File: src/include/fpdp_tx_consts.svh
// Register offsets, field positions, reset values and strobe timing for the frame transmitter
`ifndef FPDP_TX_CONSTS_SVH
`define FPDP_TX_CONSTS_SVH

// Register offsets (byte addresses)
`define FTX_ADDR_W            4
`define FTX_OFS_CONTROL       4'h0
`define FTX_OFS_FRAME_LEN     4'h4
`define FTX_OFS_STROBE_DIV    4'h8
`define FTX_OFS_STATUS        4'hC

// Control register fields
`define FTX_CR_UNIT_ENABLE    4
`define FTX_CR_TRIG_SOURCE    6
`define FTX_CR_FMT_LO         8
`define FTX_CR_FMT_HI         9
`define FTX_CR_TRIG_SENSE     11
`define FTX_CR_SOFT_TRIGGER   12
`define FTX_CR_PACKED         13
`define FTX_CR_ENHANCED       14
`define FTX_CR_WMASK          32'h0000_6B50
`define FTX_CR_RESET          32'h0000_0000

// Frame length register
`define FTX_FLEN_W            12
`define FTX_FLEN_MAX          12'h800
`define FTX_FLEN_RESET        12'h800

// Strobe divider register: half period in system clocks
`define FTX_DIV_W             3
`define FTX_DIV_RESET         3'h1

// Strobe rates in MHz
`define FTX_SYS_CLK_MHZ       100
`define FTX_STROBE_MAX_MHZ    50
`define FTX_STROBE_MIN_LEG_MHZ 10
`define FTX_STROBE_MIN_ENH_MHZ 20

// Derived half-period limits; slowest rounds down, fastest rounds up
`define FTX_DIV_MIN  ((`FTX_SYS_CLK_MHZ + 2*`FTX_STROBE_MAX_MHZ - 1) / (2*`FTX_STROBE_MAX_MHZ))
`define FTX_DIV_MAX_LEG  (`FTX_SYS_CLK_MHZ / (2*`FTX_STROBE_MIN_LEG_MHZ))
`define FTX_DIV_MAX_ENH  (`FTX_SYS_CLK_MHZ / (2*`FTX_STROBE_MIN_ENH_MHZ))

`endif

File: src/include/fpdp_tx_pkg.sv
// Types shared by the frame transmitter modules
package fpdp_tx_pkg;

  typedef enum logic [1:0] {
    FMT_UNFRAMED,
    FMT_SINGLE,
    FMT_REPEAT,
    FMT_DYNAMIC
  } frame_fmt_t;

  typedef enum logic [1:0] {
    ST_IDLE,
    ST_WAIT_TRIG,
    ST_RUN,
    ST_DONE
  } tx_state_t;

endpackage

File: src/include/strobe_if.sv
// Strobe timing link between the transmit core and the strobe generator
`timescale 1ns/10ps
`default_nettype none
interface strobe_if;
  logic [2:0] half_div;
  logic       strobe;
  logic       tick;

  modport gen  (input half_div, output strobe, output tick);
  modport core (output half_div, input strobe, input tick);
endinterface
`default_nettype wire

File: src/rtl/fpdp_strobe_gen.sv
// Strobe generator: divides the system clock into the link strobe
`timescale 1ns/10ps
`default_nettype none
`include "fpdp_tx_consts.svh"
module fpdp_strobe_gen (
  // Clock and reset
  input  wire logic    i_clk_sys,
  input  wire logic    i_rst_n,
  // Strobe timing
  strobe_if.gen        sif
);

  logic [2:0] cnt_r;
  logic [2:0] cnt_nxt;
  logic       strb_r;
  logic       strb_nxt;
  logic       wrap_w;

  // Half period elapsed
  assign wrap_w = (cnt_r >= (sif.half_div - 3'h1));

  always_comb begin
    cnt_nxt  = cnt_r + 3'h1;
    strb_nxt = strb_r;
    if (wrap_w) begin
      cnt_nxt  = 3'h0;
      strb_nxt = ~strb_r;
    end
  end

  always_ff @(posedge i_clk_sys) begin
    if (!i_rst_n) begin
      cnt_r  <= 3'h0;
      strb_r <= 1'b0;
    end else begin
      cnt_r  <= cnt_nxt;
      strb_r <= strb_nxt;
    end
  end

  // Tick marks the falling strobe edge, where new data is launched
  assign sif.strobe = strb_r;
  assign sif.tick   = wrap_w & strb_r; // RULE_17
endmodule
`default_nettype wire

File: src/rtl/fpdp_trigger_frame_tx.sv
// Front-panel transmit control: trigger gating, framing and strobe-paced data output
// Summary of operation
// RULE_01 - No word leaves the port until a trigger has been received.
// RULE_02 - Control bit 6 picks software trigger or external trigger input.
// RULE_03 - With software source, writing one to control bit 12 triggers.
// RULE_04 - Control bit 11 picks edge or level sense for external trigger.
// RULE_05 - Edge sense starts transmission after a rising trigger edge.
// RULE_06 - External edge trigger must stay high two strobe periods.
// RULE_07 - Level sense sends only while trigger is high.
// RULE_08 - Level low stops output at once, even mid-frame.
// RULE_09 - Level resume continues at the halted word; sync stays at frame end.
// RULE_10 - Level trigger may toggle freely without reconfiguration.
// RULE_11 - Software uses edge sense for one-shot modes.
// RULE_12 - Frame length programmable from 1 to 2048 words.
// RULE_13 - Unframed, single-frame and fixed repeating frames supported.
// RULE_14 - Software sets frame format before triggering.
// RULE_15 - Detected legacy receiver forces legacy operation.
// RULE_16 - Software selects enhanced or legacy operation.
// RULE_17 - Device makes the strobe, 50 MHz max, 10 or 20 MHz min.
// RULE_18 - One 32-bit word per strobe cycle on the parallel path.
// RULE_19 - Packed and unpacked data arrangements supported.
// RULE_20 - Receiver suspend and strobe rate pace the output.
// RULE_21 - Control bit 4 enables; clearing it stops every mode.
// RULE_22 - External trigger is synchronised before edge detection.
// RULE_23 - Frame counter places the sync marker on the last word.
`timescale 1ns/10ps
`default_nettype none
`include "fpdp_tx_consts.svh"
module fpdp_trigger_frame_tx (
  // Clock and reset
  input  wire logic        i_clk_sys,
  input  wire logic        i_rst_n,
  // Register port
  input  wire logic [3:0]  i_reg_addr,
  input  wire logic [31:0] i_reg_wdata,
  input  wire logic        i_reg_wr,
  input  wire logic        i_reg_rd,
  output logic      [31:0] o_reg_rdata,
  // Data source
  input  wire logic [31:0] i_src_data,
  input  wire logic        i_src_valid,
  output logic             o_src_ready,
  // Link pins from receivers
  input  wire logic        i_external_trigger_input,
  input  wire logic        i_suspend_n,
  input  wire logic        i_legacy_rx_present,
  // Link pins to receivers
  output logic      [31:0] o_link_data,
  output logic             o_data_valid,
  output logic             o_frame_sync,
  output logic             o_ttl_strobe_out,
  output logic             o_pecl_strobe_pair_p,
  output logic             o_pecl_strobe_pair_n,
  output logic             o_enhanced_mode,
  output logic             o_packed_mode
);

  strobe_if sif ();

  fpdp_strobe_gen u_strobe (
    .i_clk_sys (i_clk_sys),
    .i_rst_n   (i_rst_n),
    .sif       (sif)
  );

  // Input synchronisers
  logic [2:0] sync1_r;
  logic [2:0] sync2_r;
  logic       ext_d_r;
  logic       ext_s;
  logic       susp_s;
  logic       legacy_s;
  logic       ext_rise_w;

  always_ff @(posedge i_clk_sys) begin
    if (!i_rst_n) begin
      sync1_r <= 3'h0;
      sync2_r <= 3'h0;
      ext_d_r <= 1'b0;
    end else begin
      sync1_r <= {i_legacy_rx_present, ~i_suspend_n, i_external_trigger_input}; // RULE_22
      sync2_r <= sync1_r;
      ext_d_r <= sync2_r[0];
    end
  end

  assign ext_s      = sync2_r[0];
  assign susp_s     = sync2_r[1];
  assign legacy_s   = sync2_r[2];
  assign ext_rise_w = ext_s & ~ext_d_r; // RULE_22

  // Register file
  logic [31:0]               ctrl_r;
  logic [31:0]               ctrl_nxt;
  logic [`FTX_FLEN_W-1:0]    flen_r;
  logic [`FTX_FLEN_W-1:0]    flen_nxt;
  logic [`FTX_DIV_W-1:0]     div_r;
  logic [`FTX_DIV_W-1:0]     div_nxt;
  logic [31:0]               rdata_r;
  logic [31:0]               rdata_nxt;
  logic                      soft_trig_w;

  logic                      enable_w;
  logic                      src_ext_w;
  logic                      sense_lvl_w;
  logic                      enh_active_w;
  fpdp_tx_pkg::frame_fmt_t   fmt_w;

  fpdp_tx_pkg::tx_state_t    state_r;
  fpdp_tx_pkg::tx_state_t    state_nxt;
  logic [`FTX_FLEN_W-1:0]    cnt_r;
  logic [`FTX_FLEN_W-1:0]    cnt_nxt;
  logic [31:0]               data_r;
  logic [31:0]               data_nxt;
  logic                      valid_r;
  logic                      valid_nxt;
  logic                      sync_r;
  logic                      sync_nxt;
  logic                      redo_r;
  logic                      redo_nxt;

  // Clamp frame length into 1..2048
  function automatic logic [`FTX_FLEN_W-1:0] eff_len(input logic [`FTX_FLEN_W-1:0] len);
    logic [`FTX_FLEN_W-1:0] res;
    res = len;
    if (len == 12'h000) begin
      res = 12'h001;
    end else if (len > `FTX_FLEN_MAX) begin
      res = `FTX_FLEN_MAX;
    end
    return res;
  endfunction

  // Clamp strobe half period to the mode's rate limits
  function automatic logic [`FTX_DIV_W-1:0] eff_div(input logic [`FTX_DIV_W-1:0] div,
                                                    input logic enh);
    logic [`FTX_DIV_W-1:0] lo;
    logic [`FTX_DIV_W-1:0] hi;
    logic [`FTX_DIV_W-1:0] res;
    lo  = `FTX_DIV_W'(`FTX_DIV_MIN);
    hi  = enh ? `FTX_DIV_W'(`FTX_DIV_MAX_ENH) : `FTX_DIV_W'(`FTX_DIV_MAX_LEG);
    res = div;
    if (div < lo) begin
      res = lo;
    end else if (div > hi) begin
      res = hi;
    end
    return res;
  endfunction

  assign enable_w     = ctrl_r[`FTX_CR_UNIT_ENABLE];
  assign src_ext_w    = ctrl_r[`FTX_CR_TRIG_SOURCE]; // RULE_02
  assign sense_lvl_w  = ctrl_r[`FTX_CR_TRIG_SENSE]; // RULE_04
  assign fmt_w        = fpdp_tx_pkg::frame_fmt_t'(ctrl_r[`FTX_CR_FMT_HI:`FTX_CR_FMT_LO]);
  assign enh_active_w = ctrl_r[`FTX_CR_ENHANCED] & ~legacy_s; // RULE_15 RULE_16
  assign soft_trig_w  = i_reg_wr && (i_reg_addr == `FTX_OFS_CONTROL)
                        && i_reg_wdata[`FTX_CR_SOFT_TRIGGER]; // RULE_03

  assign sif.half_div = eff_div(div_r, enh_active_w); // RULE_17

  always_comb begin
    ctrl_nxt  = ctrl_r;
    flen_nxt  = flen_r;
    div_nxt   = div_r;
    rdata_nxt = 32'h0000_0000;
    if (i_reg_wr) begin
      case (i_reg_addr)
        `FTX_OFS_CONTROL: begin
          ctrl_nxt = i_reg_wdata & `FTX_CR_WMASK;
        end
        `FTX_OFS_FRAME_LEN: begin
          flen_nxt = i_reg_wdata[`FTX_FLEN_W-1:0]; // RULE_12
        end
        `FTX_OFS_STROBE_DIV: begin
          div_nxt = i_reg_wdata[`FTX_DIV_W-1:0];
        end
        default: begin
          ctrl_nxt = ctrl_r;
        end
      endcase
    end
    if (i_reg_rd) begin
      case (i_reg_addr)
        `FTX_OFS_CONTROL: begin
          rdata_nxt = ctrl_r;
        end
        `FTX_OFS_FRAME_LEN: begin
          rdata_nxt = {20'h00000, flen_r};
        end
        `FTX_OFS_STROBE_DIV: begin
          rdata_nxt = {29'h0, div_r};
        end
        `FTX_OFS_STATUS: begin
          rdata_nxt = {8'h00, 2'(state_r), enh_active_w, legacy_s, susp_s, ext_s,
                       valid_r, 5'h00, cnt_r};
        end
        default: begin
          rdata_nxt = 32'h0000_0000;
        end
      endcase
    end
  end

  always_ff @(posedge i_clk_sys) begin
    if (!i_rst_n) begin
      ctrl_r  <= `FTX_CR_RESET;
      flen_r  <= `FTX_FLEN_RESET;
      div_r   <= `FTX_DIV_RESET;
      rdata_r <= 32'h0000_0000;
    end else begin
      ctrl_r  <= ctrl_nxt;
      flen_r  <= flen_nxt;
      div_r   <= div_nxt;
      rdata_r <= rdata_nxt;
    end
  end

  // Trigger and transmit sequencing
  logic                   trig_fire_w;
  logic                   gate_w;
  logic                   go_w;
  logic                   send_w;
  logic                   last_w;
  logic                   framed_w;
  logic [`FTX_FLEN_W-1:0] len_w;

  assign len_w    = eff_len(flen_r);
  assign last_w   = (cnt_r == (len_w - 12'h001)); // RULE_23
  assign framed_w = (fmt_w == fpdp_tx_pkg::FMT_SINGLE) || (fmt_w == fpdp_tx_pkg::FMT_REPEAT); // RULE_13

  always_comb begin
    if (!src_ext_w) begin
      trig_fire_w = soft_trig_w; // RULE_03
    end else if (sense_lvl_w) begin
      trig_fire_w = 1'b1; // RULE_10
    end else begin
      trig_fire_w = ext_rise_w; // RULE_05
    end
  end

  assign gate_w = !(src_ext_w && sense_lvl_w) || ext_s; // RULE_07
  assign go_w   = (state_r == fpdp_tx_pkg::ST_RUN) && enable_w && gate_w && !susp_s
                  && (i_src_valid || redo_r); // RULE_01 RULE_20
  assign send_w = go_w && sif.tick; // RULE_18 RULE_20

  always_comb begin
    state_nxt = state_r;
    cnt_nxt   = cnt_r;
    data_nxt  = data_r;
    valid_nxt = valid_r;
    sync_nxt  = sync_r;
    redo_nxt  = redo_r;
    case (state_r)
      fpdp_tx_pkg::ST_IDLE: begin
        cnt_nxt = 12'h000;
        if (enable_w) begin
          state_nxt = fpdp_tx_pkg::ST_WAIT_TRIG;
        end
      end
      fpdp_tx_pkg::ST_WAIT_TRIG: begin
        if (trig_fire_w) begin
          state_nxt = fpdp_tx_pkg::ST_RUN; // RULE_01
        end
      end
      fpdp_tx_pkg::ST_RUN: begin
        if (send_w && redo_r) begin
          // Re-present the word cut off before the receiver strobed it
          valid_nxt = 1'b1; // RULE_09
          sync_nxt  = framed_w && (cnt_r == 12'h000);
          redo_nxt  = 1'b0;
        end else if (send_w) begin
          data_nxt  = ctrl_r[`FTX_CR_PACKED] ? i_src_data : {16'h0000, i_src_data[15:0]}; // RULE_19
          valid_nxt = 1'b1;
          sync_nxt  = framed_w && last_w; // RULE_23 RULE_09
          cnt_nxt   = last_w ? 12'h000 : (cnt_r + 12'h001); // RULE_09
          if (last_w && (fmt_w == fpdp_tx_pkg::FMT_SINGLE)) begin
            state_nxt = fpdp_tx_pkg::ST_DONE; // RULE_13
          end
        end else if (sif.tick) begin
          valid_nxt = 1'b0;
          sync_nxt  = 1'b0;
        end
      end
      fpdp_tx_pkg::ST_DONE: begin
        if (sif.tick) begin
          valid_nxt = 1'b0;
          sync_nxt  = 1'b0;
        end
        if (trig_fire_w && !(src_ext_w && sense_lvl_w)) begin
          state_nxt = fpdp_tx_pkg::ST_RUN;
        end
      end
      default: begin
        state_nxt = fpdp_tx_pkg::ST_IDLE;
      end
    endcase
    if (!gate_w) begin
      valid_nxt = 1'b0; // RULE_08
      if ((state_r == fpdp_tx_pkg::ST_RUN) && valid_r && !sif.strobe) begin
        redo_nxt = 1'b1; // RULE_09
      end
      sync_nxt  = 1'b0;
    end
    if (!enable_w) begin
      state_nxt = fpdp_tx_pkg::ST_IDLE; // RULE_21
      redo_nxt  = 1'b0;
      cnt_nxt   = 12'h000;
      valid_nxt = 1'b0;
      sync_nxt  = 1'b0;
    end
  end

  always_ff @(posedge i_clk_sys) begin
    if (!i_rst_n) begin
      state_r <= fpdp_tx_pkg::ST_IDLE;
      cnt_r   <= 12'h000;
      data_r  <= 32'h0000_0000;
      valid_r <= 1'b0;
      sync_r  <= 1'b0;
      redo_r  <= 1'b0;
    end else begin
      state_r <= state_nxt;
      cnt_r   <= cnt_nxt;
      data_r  <= data_nxt;
      valid_r <= valid_nxt;
      sync_r  <= sync_nxt;
      redo_r  <= redo_nxt;
    end
  end

  // Outputs
  assign o_reg_rdata          = rdata_r;
  assign o_src_ready          = send_w && !redo_r;
  assign o_link_data          = data_r;
  assign o_data_valid         = valid_r;
  assign o_frame_sync         = sync_r;
  assign o_ttl_strobe_out     = sif.strobe;
  assign o_pecl_strobe_pair_p = sif.strobe;
  assign o_pecl_strobe_pair_n = ~sif.strobe;
  assign o_enhanced_mode      = enh_active_w;
  assign o_packed_mode        = ctrl_r[`FTX_CR_PACKED];
endmodule
`default_nettype wire

File: config.mk
export PLATFORM = sky130hd
export DESIGN_NAME = fpdp_trigger_frame_tx
export DESIGN_NICKNAME = d
export VERILOG_FILES = /design/src/include/fpdp_tx_pkg.sv /design/src/include/strobe_if.sv /design/src/rtl/fpdp_strobe_gen.sv /design/src/rtl/fpdp_trigger_frame_tx.sv
export VERILOG_INCLUDE_DIRS = /design/src /design/src/include
export SDC_FILE = /design/constraint.sdc
export NUM_CORES = 1
export LEC_CHECK = 0
export BUFFER_PORTS_ARGS = -buffer_cell sky130_fd_sc_hd__clkbuf_2
export CORE_ASPECT_RATIO = 1.4
export CORE_MARGIN = 3
export CORE_UTILIZATION = 56
export CTS_BUF_LIST = sky130_fd_sc_hd__clkbuf_16
export CTS_CLUSTER_SIZE = 25
export DETAILED_ROUTE_END_ITERATION = 8
export GPL_TIMING_DRIVEN = 1
export MAX_ROUTING_LAYER = met4
export PLACE_DENSITY = 0.95
export SETUP_SLACK_MARGIN = 0.15
export SLEW_MARGIN = 30
export SYNTH_ARGS = -nofsm -noshare
export SYNTH_HDL_FRONTEND = slang
export SYNTH_HIERARCHICAL = 1
export SYNTH_SLANG_ARGS = --single-unit
File: constraint.sdc
create_clock -name i_clk_sys -period 11.7 [get_ports i_clk_sys]
set_clock_uncertainty 0.15 [all_clocks]
set_input_delay 1.17 -clock i_clk_sys [delete_from_list [all_inputs] [get_ports i_clk_sys]]
set_output_delay 1.17 -clock i_clk_sys [all_outputs]
set_load 0.03 [all_outputs]
== Word level (Yosys, flattened, before mapping) ==
Cells that the tools add are included.
Storage, ports and cells
  input bits: 76
  output and inout bits: 72
  word-level logic and storage cells: 116
  register bits: 114
Operators by class
  bitwise gates (word level): 9
  equality and inequality tests: 14
  $add $sub $neg: 4
  magnitude comparators: 4
  reductions and logical operators: 39
  mux-type cells: 31
Operators with widths (count)
  24-bit case mux with 4 select lines: 1
  12-bit 2-to-1 mux: 5
  32-bit 2-to-1 mux: 1
  12-bit logical NOT: 2
  12-bit case mux with 2 select lines: 1
  1-bit logical AND: 16
  12-bit by 1-bit adder with 12-bit output (second input constant): 1
  12-bit equality test: 1
  12-bit greater-than comparator (second input constant): 1
  1-bit 2-to-1 mux: 12
  12-bit by 1-bit subtractor with 12-bit output (second input constant): 1
  2-bit 2-to-1 mux: 5
  2-bit AND reduction: 5
  3-bit 2-to-1 mux: 3
  3-bit AND reduction: 3
  4-bit equality test (second input constant): 2
  2-bit != test (second input constant): 4
  2-bit case mux with 4 select lines: 1
  2-bit equality test (second input constant): 3
  1-bit inverter: 6
  5-bit AND reduction: 1
  2-bit by 1-bit equality test with 1-bit output (second input constant): 2
  4-bit by 3-bit equality test with 1-bit output (second input constant): 1
  1-bit logical NOT: 4
  other kinds (13): 19

== Logic depth before layout (Yosys ltp) ==
Gate-level depths: netlist of the first run.
  word-level depth: 15
  gate-level depth with buffers: 23
  mapped depth without buffers: 22

== Cells and area by module ==
Netlist of the first run, hierarchy kept.
Modules (own cells, without submodules)
  fpdp_trigger_frame_tx: area each 4790.8 um^2, cells an instance 553, times used 1, sequential area each 1981.9 um^2
  fpdp_strobe_gen: area each 252.7 um^2, cells an instance 26, times used 1, sequential area each 80.1 um^2

== Worst setup path after synthesis of the first run ==
No wires, ideal clock.
  kind: register to output
  start point: register sync2_r[2]
  end point: output port o_src_ready
  required time: 10.380 ns
  path buffers: 2
  data arrival time: 4.023 ns
  cell stages (with the launch flop): 20
  setup slack: 6.357 ns
  path through: dfxtp_1 nand2b_1 inv_1 ha_1 a31oi_1 mux2i_1 o31ai_1 inv_1 ha_1 xnor2_1 ha_1 nand2_1 o21a_1 nor2b_1 nand3b_1 nor4_1 nand2b_1 clkbuf_1 clkinv_1 clkbuf_1
On the way
  longest elaborated chain between the ends: 11
Ends and longest elaborated chain
  start: declaration: RTL line fpdp_trigger_frame_tx.sv:68  | logic [2:0] sync2_r;
  start signal: assignment: RTL line fpdp_trigger_frame_tx.sv:82  | sync2_r <= sync1_r;
  1-bit inverter (*): RTL line fpdp_trigger_frame_tx.sv:155  | assign enh_active_w = ctrl_r[`FTX_CR_ENHANCED] & ~legacy_s;
  1-bit AND (*): RTL line fpdp_trigger_frame_tx.sv:155
  named net o_enhanced_mode: RTL line fpdp_trigger_frame_tx.sv:54  | output logic o_enhanced_mode,
  3-bit 2-to-1 mux (*): RTL line fpdp_trigger_frame_tx.sv:141  | hi = enh ? `FTX_DIV_W'(`FTX_DIV_MAX_ENH) : `FTX_DIV_W'(`FTX_DIV_MAX_LEG);
  3-bit greater-than comparator: RTL line fpdp_trigger_frame_tx.sv:145  | end else if (div > hi) begin
  3-bit 2-to-1 mux (*): RTL line fpdp_trigger_frame_tx.sv:145
  3-bit 2-to-1 mux (*): RTL line fpdp_trigger_frame_tx.sv:143  | if (div < lo) begin
  named net sif.half_div[0]: RTL line strobe_if.sv:5  | logic [2:0] half_div;
  3-bit by 1-bit subtractor with 3-bit output (*): RTL line fpdp_strobe_gen.sv:20  | assign wrap_w = (cnt_r >= (sif.half_div - 3'h1));
  3-bit >= comparator (*): RTL line fpdp_strobe_gen.sv:20
  1-bit AND (*): RTL line fpdp_strobe_gen.sv:43  | assign sif.tick = wrap_w & strb_r;
  named net sif.tick: RTL line strobe_if.sv:7  | logic tick;
  1-bit logical AND (*): RTL line fpdp_trigger_frame_tx.sv:244  | assign send_w = go_w && sif.tick;
  1-bit logical AND (*): RTL line fpdp_trigger_frame_tx.sv:333  | assign o_src_ready = send_w && !redo_r;
  end: declaration: RTL line fpdp_trigger_frame_tx.sv:42  | output logic o_src_ready,
Mark *: on every way through the listed nets, which the timed path passes. The rest lies on a longest branch.

== Worst setup path after layout of the first run ==
  start point: register sync2_r[2]
  end point: output port o_src_ready
On the way
  longest elaborated chain between the ends: 11
Ends and longest elaborated chain (RTL line)
  1-bit inverter (*): fpdp_trigger_frame_tx.sv:155
  1-bit AND (*): fpdp_trigger_frame_tx.sv:155
  3-bit 2-to-1 mux (*): fpdp_trigger_frame_tx.sv:141
  3-bit greater-than comparator: fpdp_trigger_frame_tx.sv:145
  3-bit 2-to-1 mux (*): fpdp_trigger_frame_tx.sv:145
  3-bit 2-to-1 mux (*): fpdp_trigger_frame_tx.sv:143
  named net sif.half_div[0]: strobe_if.sv:5
  3-bit by 1-bit subtractor with 3-bit output (*): fpdp_strobe_gen.sv:20
  3-bit >= comparator (*): fpdp_strobe_gen.sv:20
  1-bit AND (*): fpdp_strobe_gen.sv:43
  named net sif.tick: strobe_if.sv:7
  1-bit logical AND (*): fpdp_trigger_frame_tx.sv:244
  1-bit logical AND (*): fpdp_trigger_frame_tx.sv:333
Marked as above.

==> impl_table.tex, run 1 <==
\begin{tabular}{lr}
\hline
Metric & Value \\
\hline
\multicolumn{2}{l}{\textbf{Run status}} \\
Outcome & finished, final reports clean \\
\multicolumn{2}{l}{\textbf{Die}} \\
Io pins & $\sim$150 \\
Die height & approximately 120 um \\
Horizontal extent of the die & about 86 um \\
Core box area & 8660 um\^{}2 \\
Starting density of the core & 0.583 \\
Die outline area & 10200 um\^{}2 \\
Cell Rows & 40 \\
\multicolumn{2}{l}{\textbf{Synth}} \\
Count leader, synth & sky130\_fd\_sc\_hd\_\_dfxtp\_1 \\
Synth Area in Compound Gates & 0.160 \\
Mux share of post-synthesis cell area & 0.0801 \\
Number of instances in the synthesized netlist & between 500 and 600 \\
Area share of fa/ha/maj cells after synthesis & 0.0298 \\
Top\_reg\_cell synth & sky130\_fd\_sc\_hd\_\_dfxtp\_1 \\
Synthesized area per cell & 8.71 um\^{}2 \\
Sequential fraction of the synthesis area & 0.409 \\
List of most frequent post-synthesis cells & sky130\_fd\_sc\_hd\_\_dfxtp\_1 (103), sky130\_fd\_sc\_hd\_\_nand2\_1 (75), sky130\_fd\_sc\_hd\_\_mux2i\_1 (37), sky130\_fd\_sc\_hd\_\_a21boi\_0 (32), sky130\_fd\_sc\_hd\_\_nor2\_1 (32) \\
Count of flip-flops with a built-in enable after synthesis & 0 \\
Yosys top cell area share & 0.409 \\
Xor and xnor area share after synthesis & 0.0191 \\
Number of register bits inferred by synthesis & just over 100 \\
Cell accounting for the most synthesized area & sky130\_fd\_sc\_hd\_\_dfxtp\_1 \\
Cell types with the largest area share after synthesis & sky130\_fd\_sc\_hd\_\_dfxtp\_1 (41\%), sky130\_fd\_sc\_hd\_\_mux2i\_1 (7.3\%), sky130\_fd\_sc\_hd\_\_nand2\_1 (5.6\%) \\
Share of synthesized cell area in and, or, nand and nor gates & 0.236 \\
Distinct cell type count after synthesis & 61 \\
Largest family of logic cells by synthesized area & simple AND/OR/NAND/NOR gates \\
Yosys warning count & 6 \\
Async S/R FF share, synth & 0 \\
Cell area after technology mapping & slightly above 5000 um\^{}2 \\
\multicolumn{2}{l}{\textbf{Cells and area}} \\
Final core utilization & 0.679 \\
Fraction of final layout cells with drive strength greater than 1 & 0.228 \\
Total number of nets in the final design & around 760 \\
Diodes inserted & 0 \\
Area growth from synthesis to final layout & 16.6\% \\
Final design area excluding fillers & roughly 5900 um\^{}2 \\
\multicolumn{2}{l}{\textbf{Timing}} \\
Setup repair after global routing missed its margin & false \\
Max Clock Freq & around 170 MHz \\
Final-layout worst hold slack & approximately 290 ps \\
Relative max-transition margin & 0.514 \\
Worst slew pin tran & a little over 700 ps \\
Number of setup violations in the final report & 0 \\
Final critical-path required period & about 5700 ps \\
Part of the cycle the worst path needs & 0.490 \\
Max-slew violations & 0 \\
Number of hold violations in the final report & 0 \\
Total Neg Setup Slack & 0 ps \\
\multicolumn{2}{l}{\textbf{Clock tree}} \\
Setup fix buffers added after clock tree synthesis & 0 \\
Post-CTS Hold Fix Bufs & 0 \\
Clk Latency, worst-skew pair & 350 ps \\
Clock tree from TritonCTS & built \\
H-tree level count & 3 \\
CTS buffer count & 9 \\
Buffers from clock root to sink, at most & 2 \\
CTS sink count & between 100 and 150 \\
Total of cells resized after clock tree synthesis & 0 \\
Clock transition at path regs & $\sim$70 ps \\
Clock tree root buffer cell & sky130\_fd\_sc\_hd\_\_clkbuf\_16 \\
\multicolumn{2}{l}{\textbf{Critical path}} \\
Cell at the slowest stage of the critical path & sky130\_fd\_sc\_hd\_\_nor4\_1 \\
Total buffers and inverters traversed by the critical path & 3 \\
Type of element capturing the critical path & output pin \\
Data required, critical path & slightly above 10000 ps \\
Critical Setup Path Class & reg2out \\
Cell type with the highest occurrence count on the critical path & sky130\_fd\_sc\_hd\_\_ha\_1 \\
List of cells traversed by the critical path & nand2b\_1 > ha\_1 > a21o\_1 > a21oi\_1 > a31oi\_1 > mux2i\_1 > o31ai\_1 > inv\_1 > ha\_1 > xnor2\_1 > ha\_1 > nand2\_1 > o21a\_1 > nor2b\_1 > nand3b\_1 > nor4\_1 > nand2b\_1 > clkinv\_1 > clkbuf\_2 \\
Kind of cell adding the most delay to the critical path & simple AND/OR/NAND/NOR gates \\
Launching instance or port of the critical path & sync2\_r[2] \\
Critical register-to-register path startpoint & sync2\_r[2] \\
Element type at the critical path start & flop \\
Highest net fanout along the worst path & 5 \\
Arrival time of the worst setup path & roughly 4400 ps \\
CP peak stage delay & approximately 560 ps \\
\multicolumn{2}{l}{\textbf{Global routing}} \\
Vias in the first global route & between 4000 and 5000 \\
Initial antenna violation count & 0 \\
Pin count of the biggest net entering global routing & 70 \\
GRT Residual Overflow & 0 \\
First-pass GRT wire length & 20700 um \\
Total global-route track usage & 0.258 \\
\multicolumn{2}{l}{\textbf{Pwr}} \\
Leakage power of the design & around 2.5 nW \\
Pwr/cell area & 121 nW/um\^{}2 \\
Maximum vdd ir drop & between 0.0001 and 0.00015 V \\
\multicolumn{2}{l}{\textbf{Min path}} \\
Class of the worst hold path & reg2reg \\
Worst Hold Launch & sync1\_r[2] \\
\multicolumn{2}{l}{\textbf{Routing}} \\
Final antenna-violating net count & 0 \\
Via count normalized by instance count & 5.79 \\
Drt wl/cell & 16.4 um \\
DRC violations left & 0 \\
1st-pass router iterations & 6 \\
Routed wire length & roughly 13000 um \\
DR vias & approximately 4500 \\
Number of DRC markers in iteration 0 & approximately 300 \\
\multicolumn{2}{l}{\textbf{Placed design}} \\
Placement Cell Area & 5580 um\^{}2 \\
Final Wtd Congestion & $\sim$0.93 \\
Input/output buffers & around 120 \\
Half-perimeter wire length of the detailed placement result & $\sim$9400 um \\
\multicolumn{2}{l}{\textbf{Job}} \\
Max Cap Violations & 0 \\
\hline
\end{tabular}
final cells by class:
type,count,area (um^2)
Sequential cell,103,2060
Timing Repair Buffer,122,618
Clock buffer,9,225
Clock inverter,7,76.3
Inverter,20,75.1
Multi-Input combinational cell,418,2690
Fill cell,666,2780
Tap cell,105,131
where the power goes:
part / switching [mW] / total [mW] / leakage (nW) / internal (mW)
logic: 0.0267 / 0.0457 / 1.52 / 0.0190
registers: 0.00356 / 0.357 / 0.832 / 0.353
clock network: 0.139 / 0.308 / 0.154 / 0.169
total: 0.170 / 0.710 / 2.50 / 0.541
worst register-to-register path, cell delays in order (launching register included):
cell and delay, ps:
sky130_fd_sc_hd__dfxtp_1 310, sky130_fd_sc_hd__nand2b_1 210, sky130_fd_sc_hd__ha_1 350, sky130_fd_sc_hd__a21o_1 120
sky130_fd_sc_hd__a21oi_1 60, sky130_fd_sc_hd__a31oi_1 270, sky130_fd_sc_hd__mux2i_1 250, sky130_fd_sc_hd__o31ai_1 100
sky130_fd_sc_hd__inv_1 80, sky130_fd_sc_hd__ha_1 160, sky130_fd_sc_hd__xnor2_1 80, sky130_fd_sc_hd__ha_1 310
sky130_fd_sc_hd__nand2_1 80, sky130_fd_sc_hd__o21a_1 220, sky130_fd_sc_hd__nor2b_1 230, sky130_fd_sc_hd__nand3b_1 130
sky130_fd_sc_hd__nor4_1 560, sky130_fd_sc_hd__nand2b_1 210, sky130_fd_sc_hd__buf_4 310, sky130_fd_sc_hd__a211oi_4 680
sky130_fd_sc_hd__o21ai_0 190, sky130_fd_sc_hd__a31oi_1 200
registers in the layout, indices dropped and copies added, names as in the netlist:
register / count
redo_r: 1
sync1_r: 3
flen_r: 12
ctrl_r: 7
sync2_r: 3
ext_d_r: 1
div_r: 3
cnt_r: 12
o_frame_sync: 1
state_r: 2
o_data_valid: 1
u_strobe/sif.strobe: 1
o_link_data: 32
u_strobe/cnt_r: 3
o_reg_rdata: 21
worst paths after layout:
kind                                    end  slack (ps)  cells after the start
worst max-delay path            o_src_ready        5970                     19
worst min-delay path             sync2_r[2]         290                      1
worst max register to register     cnt_r[5]        6370                     21
worst min register to register   sync2_r[2]         290                      1
per-layer routing:
metal	vias to the layer above	wire length [um]	track usage
li1	2182	-	-
met1	2118	4960	0.283
met2	207	6550	0.438
met3	35	966	0.0628
met4	0	388	0.109
met5	-	0	-
logic make-up (layout without fill, tap and decap cells):
logic type      count (synthesis)  after routing
xor+xnor                       11             11
flops                         103            103
buf+inv                        68            158
mux                            40             40
simple gates                  231            231
compound gates                113            113
other cells                     1             11
fa+ha+maj                      12             12
stage by stage:
step | setup slack [ps] | power [mW] | instances
final | 5970 | 0.710 | 784
after global routing | 5640 | 0.731 | 784
after CTS | 6010 | 0.712 | 784
after detailed placement | 6410 | 0.410 | 768
after global placement | 6620 | 0.408 | 768
after floorplan | 6360 | 0.396 | 589
layout by cell type (no fill, tap or decap), types with 3 or more instances in the layout:
cell type,synthesis,layout
sky130_fd_sc_hd__a21oi_2,3,3
sky130_fd_sc_hd__and2_1,15,15
sky130_fd_sc_hd__nor4_2,3,3
sky130_fd_sc_hd__mux2i_1,37,37
sky130_fd_sc_hd__nand2b_1,7,7
sky130_fd_sc_hd__nor2b_1,26,26
sky130_fd_sc_hd__buf_4,12,3
sky130_fd_sc_hd__a22o_1,4,4
sky130_fd_sc_hd__nand3_1,29,29
sky130_fd_sc_hd__inv_6,0,3
sky130_fd_sc_hd__a211oi_1,7,7
sky130_fd_sc_hd__nor3_1,7,7
sky130_fd_sc_hd__mux2_2,3,3
sky130_fd_sc_hd__nor4b_1,3,3
sky130_fd_sc_hd__nand2_1,75,75
sky130_fd_sc_hd__inv_1,19,20
sky130_fd_sc_hd__a22oi_1,3,3
sky130_fd_sc_hd__clkbuf_2,0,119
sky130_fd_sc_hd__a21oi_1,26,26
sky130_fd_sc_hd__or4_1,4,4
sky130_fd_sc_hd__xnor2_1,10,10
sky130_fd_sc_hd__o21ai_0,8,8
sky130_fd_sc_hd__clkbuf_16,0,9
sky130_fd_sc_hd__nand3b_1,3,3
sky130_fd_sc_hd__nor4_1,9,9
sky130_fd_sc_hd__and3_1,6,6
sky130_fd_sc_hd__conb_1,1,11
sky130_fd_sc_hd__dfxtp_1,103,103
sky130_fd_sc_hd__or3_1,4,4
sky130_fd_sc_hd__ha_1,12,12
sky130_fd_sc_hd__a21boi_0,32,32
sky130_fd_sc_hd__nor2_1,32,32
sky130_fd_sc_hd__a31oi_1,6,6
Power figures use the tool's default switching activity.
==> inputs of run 2 (changes only) <==
CORE_UTILIZATION = 52   (was 56)
PLACE_DENSITY = 0.91   (was 0.95)
clock period = 5.8 ns   (was 11.7 ns; I/O delays follow)
==> run 2 against run 1 <==
Compared with the run above: combinational power rose by 100%; cell count rose by 0.26%; non-clock buffer count did not move; die area increased by 7.2%; wire length down 0.35%; worst hold slack worse by 58 ps; clock power rose by 110%; final area grew 0.49%; setup slack lost 5400 ps; critical path depth increased by 1; global-route usage fell by 1.1 points; sequential power is 100% higher; critical endpoint unchanged; largest cell class unchanged; largest power group unchanged.
==> impl_table.tex, run 2 (synthesis gave the netlist of run 1 again) <==
\begin{tabular}{lr}
\hline
Metric & Value \\
\hline
\multicolumn{2}{l}{\textbf{Timing}} \\
Min setup slack post-route & 546 ps (was 5970 ps) \\
Max-slew violations & 0 (unchanged) \\
Final critical-path required period & 5250 ps \\
Number of hold violations in the final report & 0 (unchanged) \\
Worst slew pin tran & 727 ps (was 726 ps) \\
Setup repair after global routing missed its margin & false (unchanged) \\
Max Clock Freq & 190 MHz \\
Part of the cycle the worst path needs & 0.906 \\
Total Neg Setup Slack & 0 ps (unchanged) \\
Number of setup violations in the final report & 0 (unchanged) \\
Relative max-transition margin & 0.515 (was 0.514) \\
\multicolumn{2}{l}{\textbf{Die}} \\
Cell Rows & 41 (was 40) \\
Starting density of the core & 0.546 (was 0.583) \\
Core box area & 9230 um\^{}2 (was 8660 um\^{}2) \\
Die height & 123 um (was 118 um) \\
Io pins & 148 (unchanged) \\
Die outline area & 10900 um\^{}2 (was 10200 um\^{}2) \\
Horizontal extent of the die & 89.2 um (was 86.2 um) \\
\multicolumn{2}{l}{\textbf{Critical path}} \\
Count of cells along the worst register-to-register path & 22 (was 21) \\
Critical register-to-register path startpoint & sync2\_r[2] (unchanged) \\
Element type at the critical path start & flop (unchanged) \\
Highest net fanout along the worst path & 34 (was 5) \\
Launching instance or port of the critical path & sync2\_r[2] (unchanged) \\
Arrival time of the worst setup path & 4520 ps (was 4410 ps) \\
Setup slack of the worst register-to-register path & 910 ps (was 6370 ps) \\
Type of element capturing the critical path & output pin (unchanged) \\
Data required, critical path & 5070 ps (was 10380 ps) \\
Critical Setup Path Class & reg2out (unchanged) \\
\multicolumn{2}{l}{\textbf{Cells and area}} \\
Total number of nets in the final design & 762 (unchanged) \\
Fraction of final layout cells with drive strength greater than 1 & 0.230 (was 0.228) \\
Diodes inserted & 0 (unchanged) \\
Flip-flop count of the largest register after layout & 32 (unchanged) \\
Commonest non-fill, non-tap cell in the layout & sky130\_fd\_sc\_hd\_\_clkbuf\_2 (unchanged) \\
Layout Cells excl Fill & 786 (was 784) \\
Area growth from synthesis to final layout & 17.1\% (was 16.6\%) \\
Most frequent cells in the layout & sky130\_fd\_sc\_hd\_\_clkbuf\_2 (119), sky130\_fd\_sc\_hd\_\_dfxtp\_1 (103), sky130\_fd\_sc\_hd\_\_nand2\_1 (75) (unchanged) \\
\multicolumn{2}{l}{\textbf{Global routing}} \\
Vias in the first global route & 4641 (was 4407) \\
Met2 Usage GRT & 0.390 (was 0.438) \\
Global-route layer with the greatest usage & met2 (unchanged) \\
Pin count of the biggest net entering global routing & 70 (unchanged) \\
Global-route met3 utilization & 0.0578 (was 0.0628) \\
Met1 Use GR & 0.285 (was 0.283) \\
GRT Residual Overflow & 0 (unchanged) \\
Total global-route track usage & 0.247 (was 0.258) \\
Initial antenna violation count & 0 (unchanged) \\
First-pass GRT wire length & 21000 um (was 20700 um) \\
\multicolumn{2}{l}{\textbf{Clock tree}} \\
Setup fix buffers added after clock tree synthesis & 0 (unchanged) \\
H-tree level count & 3 (unchanged) \\
Buffers from clock root to sink, at most & 2 (unchanged) \\
Total of cells resized after clock tree synthesis & 0 (unchanged) \\
Clock transition at path regs & 70 ps (about the same) \\
Clock tree from TritonCTS & built (unchanged) \\
Clk Latency, worst-skew pair & 350 ps (about the same) \\
CTS sink count & 103 (unchanged) \\
CTS buffer count & 9 (unchanged) \\
Clock tree root buffer cell & sky130\_fd\_sc\_hd\_\_clkbuf\_16 (unchanged) \\
Post-CTS Hold Fix Bufs & 0 (unchanged) \\
\multicolumn{2}{l}{\textbf{Routing}} \\
Via count normalized by instance count & 5.87 (was 5.79) \\
Number of DRC markers in iteration 0 & 334 (was 304) \\
Final antenna-violating net count & 0 (unchanged) \\
DR vias & 4614 (was 4542) \\
DRC violations left & 0 (unchanged) \\
Routed wire length & 12800 um (was 12900 um) \\
Drt wl/cell & 16.3 um (was 16.4 um) \\
1st-pass router iterations & 5 (was 6) \\
\multicolumn{2}{l}{\textbf{Pwr}} \\
P\_int & 1.13 mW (was 0.541 mW) \\
Maximum vdd ir drop & 0.000209 V (was 0.000140 V) \\
Net Switching & 0.333 mW (was 0.170 mW) \\
Part of the power in combinational logic & 0.063 (was 0.064) \\
Part of the total power dissipated in sequential elements & 0.492 (was 0.502) \\
Switching power share of the total & 0.227 (was 0.239) \\
Clock network fraction of design power & 0.445 (was 0.434) \\
Pwr/cell area & 248 nW/um\^{}2 (was 121 nW/um\^{}2) \\
Leakage power of the design & 2.51 nW (was 2.50 nW) \\
\multicolumn{2}{l}{\textbf{Min path}} \\
Worst Hold Launch & i\_suspend\_n (was sync1\_r[2]) \\
Instance count along the most critical hold path & 2 (was 1) \\
Class of the worst hold path & in2reg (was reg2reg) \\
\multicolumn{2}{l}{\textbf{Job}} \\
Max Cap Violations & 0 (unchanged) \\
\multicolumn{2}{l}{\textbf{Placed design}} \\
Pre-CTS worst setup slack & 866 ps (was 6410 ps) \\
Half-perimeter wire length of the detailed placement result & 9030 um (was 9370 um) \\
DP Cell Count & 770 (was 768) \\
Input/output buffers & 119 (unchanged) \\
Final Wtd Congestion & 0.932 (was 0.935) \\
\multicolumn{2}{l}{\textbf{Run status}} \\
Outcome & finished, final reports clean (unchanged) \\
\hline
\end{tabular}
## run 2: worst max-delay path, stage by stage (launching register included)
cell                       delay, ps
sky130_fd_sc_hd__dfxtp_1         310
sky130_fd_sc_hd__nand2b_1        220
sky130_fd_sc_hd__ha_1            340
sky130_fd_sc_hd__a21o_1          110
sky130_fd_sc_hd__a21oi_1          60
sky130_fd_sc_hd__a31oi_1         260
sky130_fd_sc_hd__mux2i_1         250
sky130_fd_sc_hd__o31ai_1         110
sky130_fd_sc_hd__inv_1           110
sky130_fd_sc_hd__ha_1            190
sky130_fd_sc_hd__xnor2_1          90
sky130_fd_sc_hd__ha_1            320
sky130_fd_sc_hd__nand2_1         110
sky130_fd_sc_hd__o21a_1          230
sky130_fd_sc_hd__nor2b_1         220
sky130_fd_sc_hd__nand3b_1        130
sky130_fd_sc_hd__nor4_2          350
sky130_fd_sc_hd__nand2b_1        190
sky130_fd_sc_hd__buf_4           280
sky130_fd_sc_hd__clkinv_1         90
sky130_fd_sc_hd__clkbuf_2        200
## run 2: layer usage
layer | vias to the layer above | share of wire
met3 | 53 | 0.077
met2 | 223 | 0.49
met5 | - | 0
li1 | 2178 | -
met4 | 0 | 0.043
met1 | 2160 | 0.39
## run 2: stage by stage
step | power, mW | hold slack (ps) | cell area (um^2) | utilization
3_3_place_gp | 0.822 | 267 | 5580 | 0.604
3_5_place_dp | 0.826 | 274 | 5580 | 0.604
6_report | 1.46 | 228 | 5910 | 0.640
5_1_grt | 1.51 | 230 | 5910 | 0.640
2_1_floorplan | 0.800 | 262 | 5080 | -
4_1_cts | 1.47 | 229 | 5900 | 0.639
## run 2: power groups by stage
stage                     combinational (mW)  clock [mW]  sequential (mW)
after floorplan                       0.0652           0            0.735
after global placement                0.0872           0            0.735
after detailed placement              0.0901           0            0.736
after CTS                             0.0911       0.657            0.719
after global routing                  0.0997       0.692            0.720
final                                 0.0923       0.652            0.719
## run 2: cell type report
cell class | instances | area [um^2]
Fill cell | 714 | 3330
Multi-Input combinational cell | 418 | 2700
Sequential cell | 103 | 2060
Timing Repair Buffer | 122 | 618
Clock buffer | 9 | 225
Tap cell | 107 | 134
Clock inverter | 7 | 96.3
Inverter | 20 | 75.1
## run 2: path summary, 6_finish.rpt
check	end
worst max-delay path	o_src_ready
worst min-delay path	sync1_r[1]
worst max register to register	cnt_r[0]
worst min register to register	sync2_r[2]
==> inputs of run 3 (changes only) <==
ABC_AREA = 1   (was default)
PLACE_DENSITY = 0.92   (was 0.91)
==> run 3 against run 2 <==
Compared with the run above: sequential power is essentially flat; worst hold slack gained 6.4 ps; die area shrank 2.8%; final area shrank 2.4%; via count grew 6.1%; setup slack gained 160 ps; register-to-register slack lost 200 ps; synthesized cell count grew 19%; wire length grew 0.53%; cell count grew 15%; core utilization shrank 0.50 points; critical endpoint is now o_link_data[5]; first-iteration DRC count grew 5.4%; critical path type is now reg2reg.
==> impl_table.tex, run 3 <==
\begin{tabular}{lr}
\hline
Metric & Value \\
\hline
\multicolumn{2}{l}{\textbf{Routing}} \\
1st-pass router iterations & 5 (unchanged) \\
Via count normalized by instance count & 5.40 (was 5.87) \\
Routed wire length & 12900 um (was 12800 um) \\
Number of DRC markers in iteration 0 & 352 (was 334) \\
DRC violations left & 0 (unchanged) \\
DR vias & 4894 (was 4614) \\
Drt wl/cell & 14.2 um (was 16.3 um) \\
Final antenna-violating net count & 0 (unchanged) \\
\multicolumn{2}{l}{\textbf{Synth}} \\
Synthesized area per cell & 7.08 um\^{}2 (was 8.71 um\^{}2) \\
Cell accounting for the most synthesized area & sky130\_fd\_sc\_hd\_\_dfxtp\_1 (unchanged) \\
Cell types with the largest area share after synthesis & sky130\_fd\_sc\_hd\_\_dfxtp\_1 (42\%), sky130\_fd\_sc\_hd\_\_nand2\_1 (9.3\%), sky130\_fd\_sc\_hd\_\_inv\_1 (6.9\%) (was sky130\_fd\_sc\_hd\_\_dfxtp\_1 (41\%), sky130\_fd\_sc\_hd\_\_mux2i\_1 (7.3\%), sky130\_fd\_sc\_hd\_\_nand2\_1 (5.6\%)) \\
Distinct cell type count after synthesis & 38 (was 61) \\
Async S/R FF share, synth & 0 (unchanged) \\
Yosys top cell area share & 0.421 (was 0.409) \\
Sequential fraction of the synthesis area & 0.421 (was 0.409) \\
Top\_reg\_cell synth & sky130\_fd\_sc\_hd\_\_dfxtp\_1 (unchanged) \\
List of most frequent post-synthesis cells & sky130\_fd\_sc\_hd\_\_nand2\_1 (121), sky130\_fd\_sc\_hd\_\_dfxtp\_1 (103), sky130\_fd\_sc\_hd\_\_inv\_1 (90), sky130\_fd\_sc\_hd\_\_nor2\_1 (81), sky130\_fd\_sc\_hd\_\_a21oi\_1 (57) (was sky130\_fd\_sc\_hd\_\_dfxtp\_1 (103), sky130\_fd\_sc\_hd\_\_nand2\_1 (75), sky130\_fd\_sc\_hd\_\_mux2i\_1 (37), sky130\_fd\_sc\_hd\_\_a21boi\_0 (32), sky130\_fd\_sc\_hd\_\_nor2\_1 (32)) \\
Share of synthesized cell area in and, or, nand and nor gates & 0.266 (was 0.236) \\
Number of register bits inferred by synthesis & 103 (unchanged) \\
Synth Area in Compound Gates & 0.153 (was 0.160) \\
Xor and xnor area share after synthesis & 0.0125 (was 0.0191) \\
Area share of fa/ha/maj cells after synthesis & 0.0307 (was 0.0298) \\
Mux share of post-synthesis cell area & 0 (was 0.0801) \\
Count of flip-flops with a built-in enable after synthesis & 0 (unchanged) \\
Count leader, synth & sky130\_fd\_sc\_hd\_\_nand2\_1 (was sky130\_fd\_sc\_hd\_\_dfxtp\_1) \\
Cell area after technology mapping & 4890 um\^{}2 (was 5040 um\^{}2) \\
Number of instances in the synthesized netlist & 691 (was 579) \\
Yosys warning count & 6 (unchanged) \\
Largest family of logic cells by synthesized area & simple AND/OR/NAND/NOR gates (unchanged) \\
\multicolumn{2}{l}{\textbf{Placed design}} \\
Placement Cell Area & 5460 um\^{}2 (was 5580 um\^{}2) \\
Pre-CTS worst setup slack & 1150 ps (was 866 ps) \\
Half-perimeter wire length of the detailed placement result & 9600 um (was 9030 um) \\
Input/output buffers & 119 (unchanged) \\
DP Cell Count & 890 (was 770) \\
Final Wtd Congestion & 0.932 (unchanged) \\
\multicolumn{2}{l}{\textbf{Clock tree}} \\
Post-CTS Hold Fix Bufs & 0 (unchanged) \\
Setup fix buffers added after clock tree synthesis & 0 (unchanged) \\
Clock tree from TritonCTS & built (unchanged) \\
CTS sink count & 103 (unchanged) \\
Buffers from clock root to sink, at most & 2 (unchanged) \\
Total of cells resized after clock tree synthesis & 0 (unchanged) \\
Clock transition at path regs & 70 ps (about the same) \\
CTS buffer count & 9 (unchanged) \\
Clk Latency, worst-skew pair & 350 ps (about the same) \\
H-tree level count & 3 (unchanged) \\
Clock tree root buffer cell & sky130\_fd\_sc\_hd\_\_clkbuf\_16 (unchanged) \\
\multicolumn{2}{l}{\textbf{Cells and area}} \\
Final design area excluding fillers & 5760 um\^{}2 (was 5910 um\^{}2) \\
Fraction of final layout cells with drive strength greater than 1 & 0.202 (was 0.230) \\
Commonest non-fill, non-tap cell in the layout & sky130\_fd\_sc\_hd\_\_nand2\_1 (was sky130\_fd\_sc\_hd\_\_clkbuf\_2) \\
Total number of nets in the final design & 882 (was 762) \\
Multi-input gate area in the final layout & 2310 um\^{}2 (was 2700 um\^{}2) \\
Area growth from synthesis to final layout & 17.8\% (was 17.1\%) \\
Diodes inserted & 0 (unchanged) \\
Flip-flop count of the largest register after layout & 32 (unchanged) \\
FF/Latch Area & 2060 um\^{}2 (unchanged) \\
Most frequent cells in the layout & sky130\_fd\_sc\_hd\_\_nand2\_1 (121), sky130\_fd\_sc\_hd\_\_clkbuf\_2 (119), sky130\_fd\_sc\_hd\_\_dfxtp\_1 (103) (was sky130\_fd\_sc\_hd\_\_clkbuf\_2 (119), sky130\_fd\_sc\_hd\_\_dfxtp\_1 (103), sky130\_fd\_sc\_hd\_\_nand2\_1 (75)) \\
Filler Cell Count & 801 (was 714) \\
Layout Cells excl Fill & 906 (was 786) \\
Final core utilization & 0.635 (was 0.640) \\
\multicolumn{2}{l}{\textbf{Die}} \\
Io pins & 148 (unchanged) \\
Core box area & 9080 um\^{}2 (was 9230 um\^{}2) \\
Cell Rows & 41 (unchanged) \\
Die height & 121 um (was 123 um) \\
Starting density of the core & 0.539 (was 0.546) \\
Horizontal extent of the die & 88.0 um (was 89.2 um) \\
Die outline area & 10600 um\^{}2 (was 10900 um\^{}2) \\
\multicolumn{2}{l}{\textbf{Timing}} \\
Max Clock Freq & 196 MHz (was 190 MHz) \\
Min setup slack post-route & 708 ps (was 546 ps) \\
Number of setup violations in the final report & 0 (unchanged) \\
Relative max-transition margin & 0.425 (was 0.515) \\
Setup repair after global routing missed its margin & false (unchanged) \\
Worst slew pin tran & 860 ps (was 727 ps) \\
Total Neg Setup Slack & 0 ps (unchanged) \\
Final critical-path required period & 5090 ps (was 5250 ps) \\
Max-slew violations & 0 (unchanged) \\
Part of the cycle the worst path needs & 0.878 (was 0.906) \\
Final-layout worst hold slack & 234 ps (was 228 ps) \\
Number of hold violations in the final report & 0 (unchanged) \\
\multicolumn{2}{l}{\textbf{Global routing}} \\
Vias in the first global route & 4549 (was 4641) \\
Initial antenna violation count & 0 (unchanged) \\
Pin count of the biggest net entering global routing & 49 (was 70) \\
Total global-route track usage & 0.257 (was 0.247) \\
First-pass GRT wire length & 20800 um (was 21000 um) \\
GRT Residual Overflow & 0 (unchanged) \\
\multicolumn{2}{l}{\textbf{Critical path}} \\
Total buffers and inverters traversed by the critical path & 6 (was 4) \\
Highest net fanout along the worst path & 32 (was 34) \\
List of cells traversed by the critical path & inv\_1 > nor2\_1 > inv\_1 > ha\_1 > nand2\_1 > o21ai\_0 > o21ai\_0 > inv\_1 > nor2\_1 > o21ai\_0 > inv\_1 > ha\_1 > xnor2\_1 > ha\_1 > nand2\_1 > inv\_1 > nand2\_2 > a21oi\_2 > o2111ai\_1 > nor2\_2 > clkinv\_1 > nor2\_1 > nor2\_1 (was nand2b\_1 > ha\_1 > a21o\_1 > a21oi\_1 > a31oi\_1 > mux2i\_1 > o31ai\_1 > inv\_1 > ha\_1 > xnor2\_1 > ha\_1 > nand2\_1 > o21a\_1 > nor2b\_1 > nand3b\_1 > nor4\_2 > nand2b\_1 > buf\_4 > clkinv\_1 > clkbuf\_2) \\
Cell type with the highest occurrence count on the critical path & sky130\_fd\_sc\_hd\_\_inv\_1 (was sky130\_fd\_sc\_hd\_\_ha\_1) \\
Data required, critical path & 5890 ps (was 5070 ps) \\
CP peak stage delay & 840 ps (was 350 ps) \\
Kind of cell adding the most delay to the critical path & simple AND/OR/NAND/NOR gates (unchanged) \\
Type of element capturing the critical path & flop (was output pin) \\
Critical Setup Path Class & reg2reg (was reg2out) \\
Cell at the slowest stage of the critical path & sky130\_fd\_sc\_hd\_\_clkinv\_1 (was sky130\_fd\_sc\_hd\_\_nor4\_2) \\
Arrival time of the worst setup path & 5180 ps (was 4520 ps) \\
Element type at the critical path start & flop (unchanged) \\
\multicolumn{2}{l}{\textbf{Pwr}} \\
Post-layout power & 1.47 mW (was 1.46 mW) \\
Maximum vdd ir drop & 0.000211 V (was 0.000209 V) \\
Leakage power of the design & 2.66 nW (was 2.51 nW) \\
Pwr/cell area & 255 nW/um\^{}2 (was 248 nW/um\^{}2) \\
\multicolumn{2}{l}{\textbf{Run status}} \\
Outcome & finished, final reports clean (unchanged) \\
\multicolumn{2}{l}{\textbf{Min path}} \\
Class of the worst hold path & in2reg (unchanged) \\
\multicolumn{2}{l}{\textbf{Job}} \\
Max Cap Violations & 0 (unchanged) \\
\hline
\end{tabular}
## run 3: final timing paths
kind | startpoint | to | slack [ps] | cells after the start
setup / recovery | ctrl_r[14] | o_link_data[5] | 710 | 23
hold / removal | i_suspend_n | sync1_r[1] | 230 | 2
setup reg to reg | ctrl_r[14] | o_link_data[5] | 710 | 23
hold reg to reg | sync1_r[2] | sync2_r[2] | 270 | 2
## run 3: kinds of logic after synthesis
kind of cell | Yosys count
xor+xnor | 7
simple gates | 300
compound gates | 136
flops | 103
other cells | 1
fa+ha+maj | 12
buf+inv | 132
## run 3: final cells by class
class	count	share of cell area
clock buffer	9	0.0391
inverter	94	0.0612
clock inverter	7	0.0137
sequential	103	0.358
tap	107	0.0232
multi-input combinational	466	0.400
timing repair buffer	120	0.105
## run 3: worst register-to-register path, stage by stage (launching register included)
cell	delay, ps
sky130_fd_sc_hd__dfxtp_1	310
sky130_fd_sc_hd__inv_1	60
sky130_fd_sc_hd__nor2_1	170
sky130_fd_sc_hd__inv_1	130
sky130_fd_sc_hd__ha_1	300
sky130_fd_sc_hd__nand2_1	60
sky130_fd_sc_hd__o21ai_0	120
sky130_fd_sc_hd__o21ai_0	120
sky130_fd_sc_hd__inv_1	90
sky130_fd_sc_hd__nor2_1	40
sky130_fd_sc_hd__o21ai_0	150
sky130_fd_sc_hd__inv_1	100
sky130_fd_sc_hd__ha_1	220
sky130_fd_sc_hd__xnor2_1	130
sky130_fd_sc_hd__ha_1	320
sky130_fd_sc_hd__nand2_1	60
sky130_fd_sc_hd__inv_1	60
sky130_fd_sc_hd__nand2_2	80
sky130_fd_sc_hd__a21oi_2	240
sky130_fd_sc_hd__o2111ai_1	310
sky130_fd_sc_hd__nor2_2	510
sky130_fd_sc_hd__clkinv_1	840
sky130_fd_sc_hd__nor2_1	330
sky130_fd_sc_hd__nor2_1	80
## run 3: per-layer routing
layer  vias up  wire length [um]  GRT usage
li1       2423                 -          -
met1      2194              5050      0.285
met2       236              6340      0.430
met3        41               974     0.0477
met4         0               523      0.139
met5         -                 0          -
## run 3: power breakdown
group          switching, mW  leakage (nW)  internal, mW
sequential           0.00754         0.832         0.714
combinational         0.0859          1.68        0.0396
clock                  0.282         0.146         0.340
total                  0.376          2.66          1.09
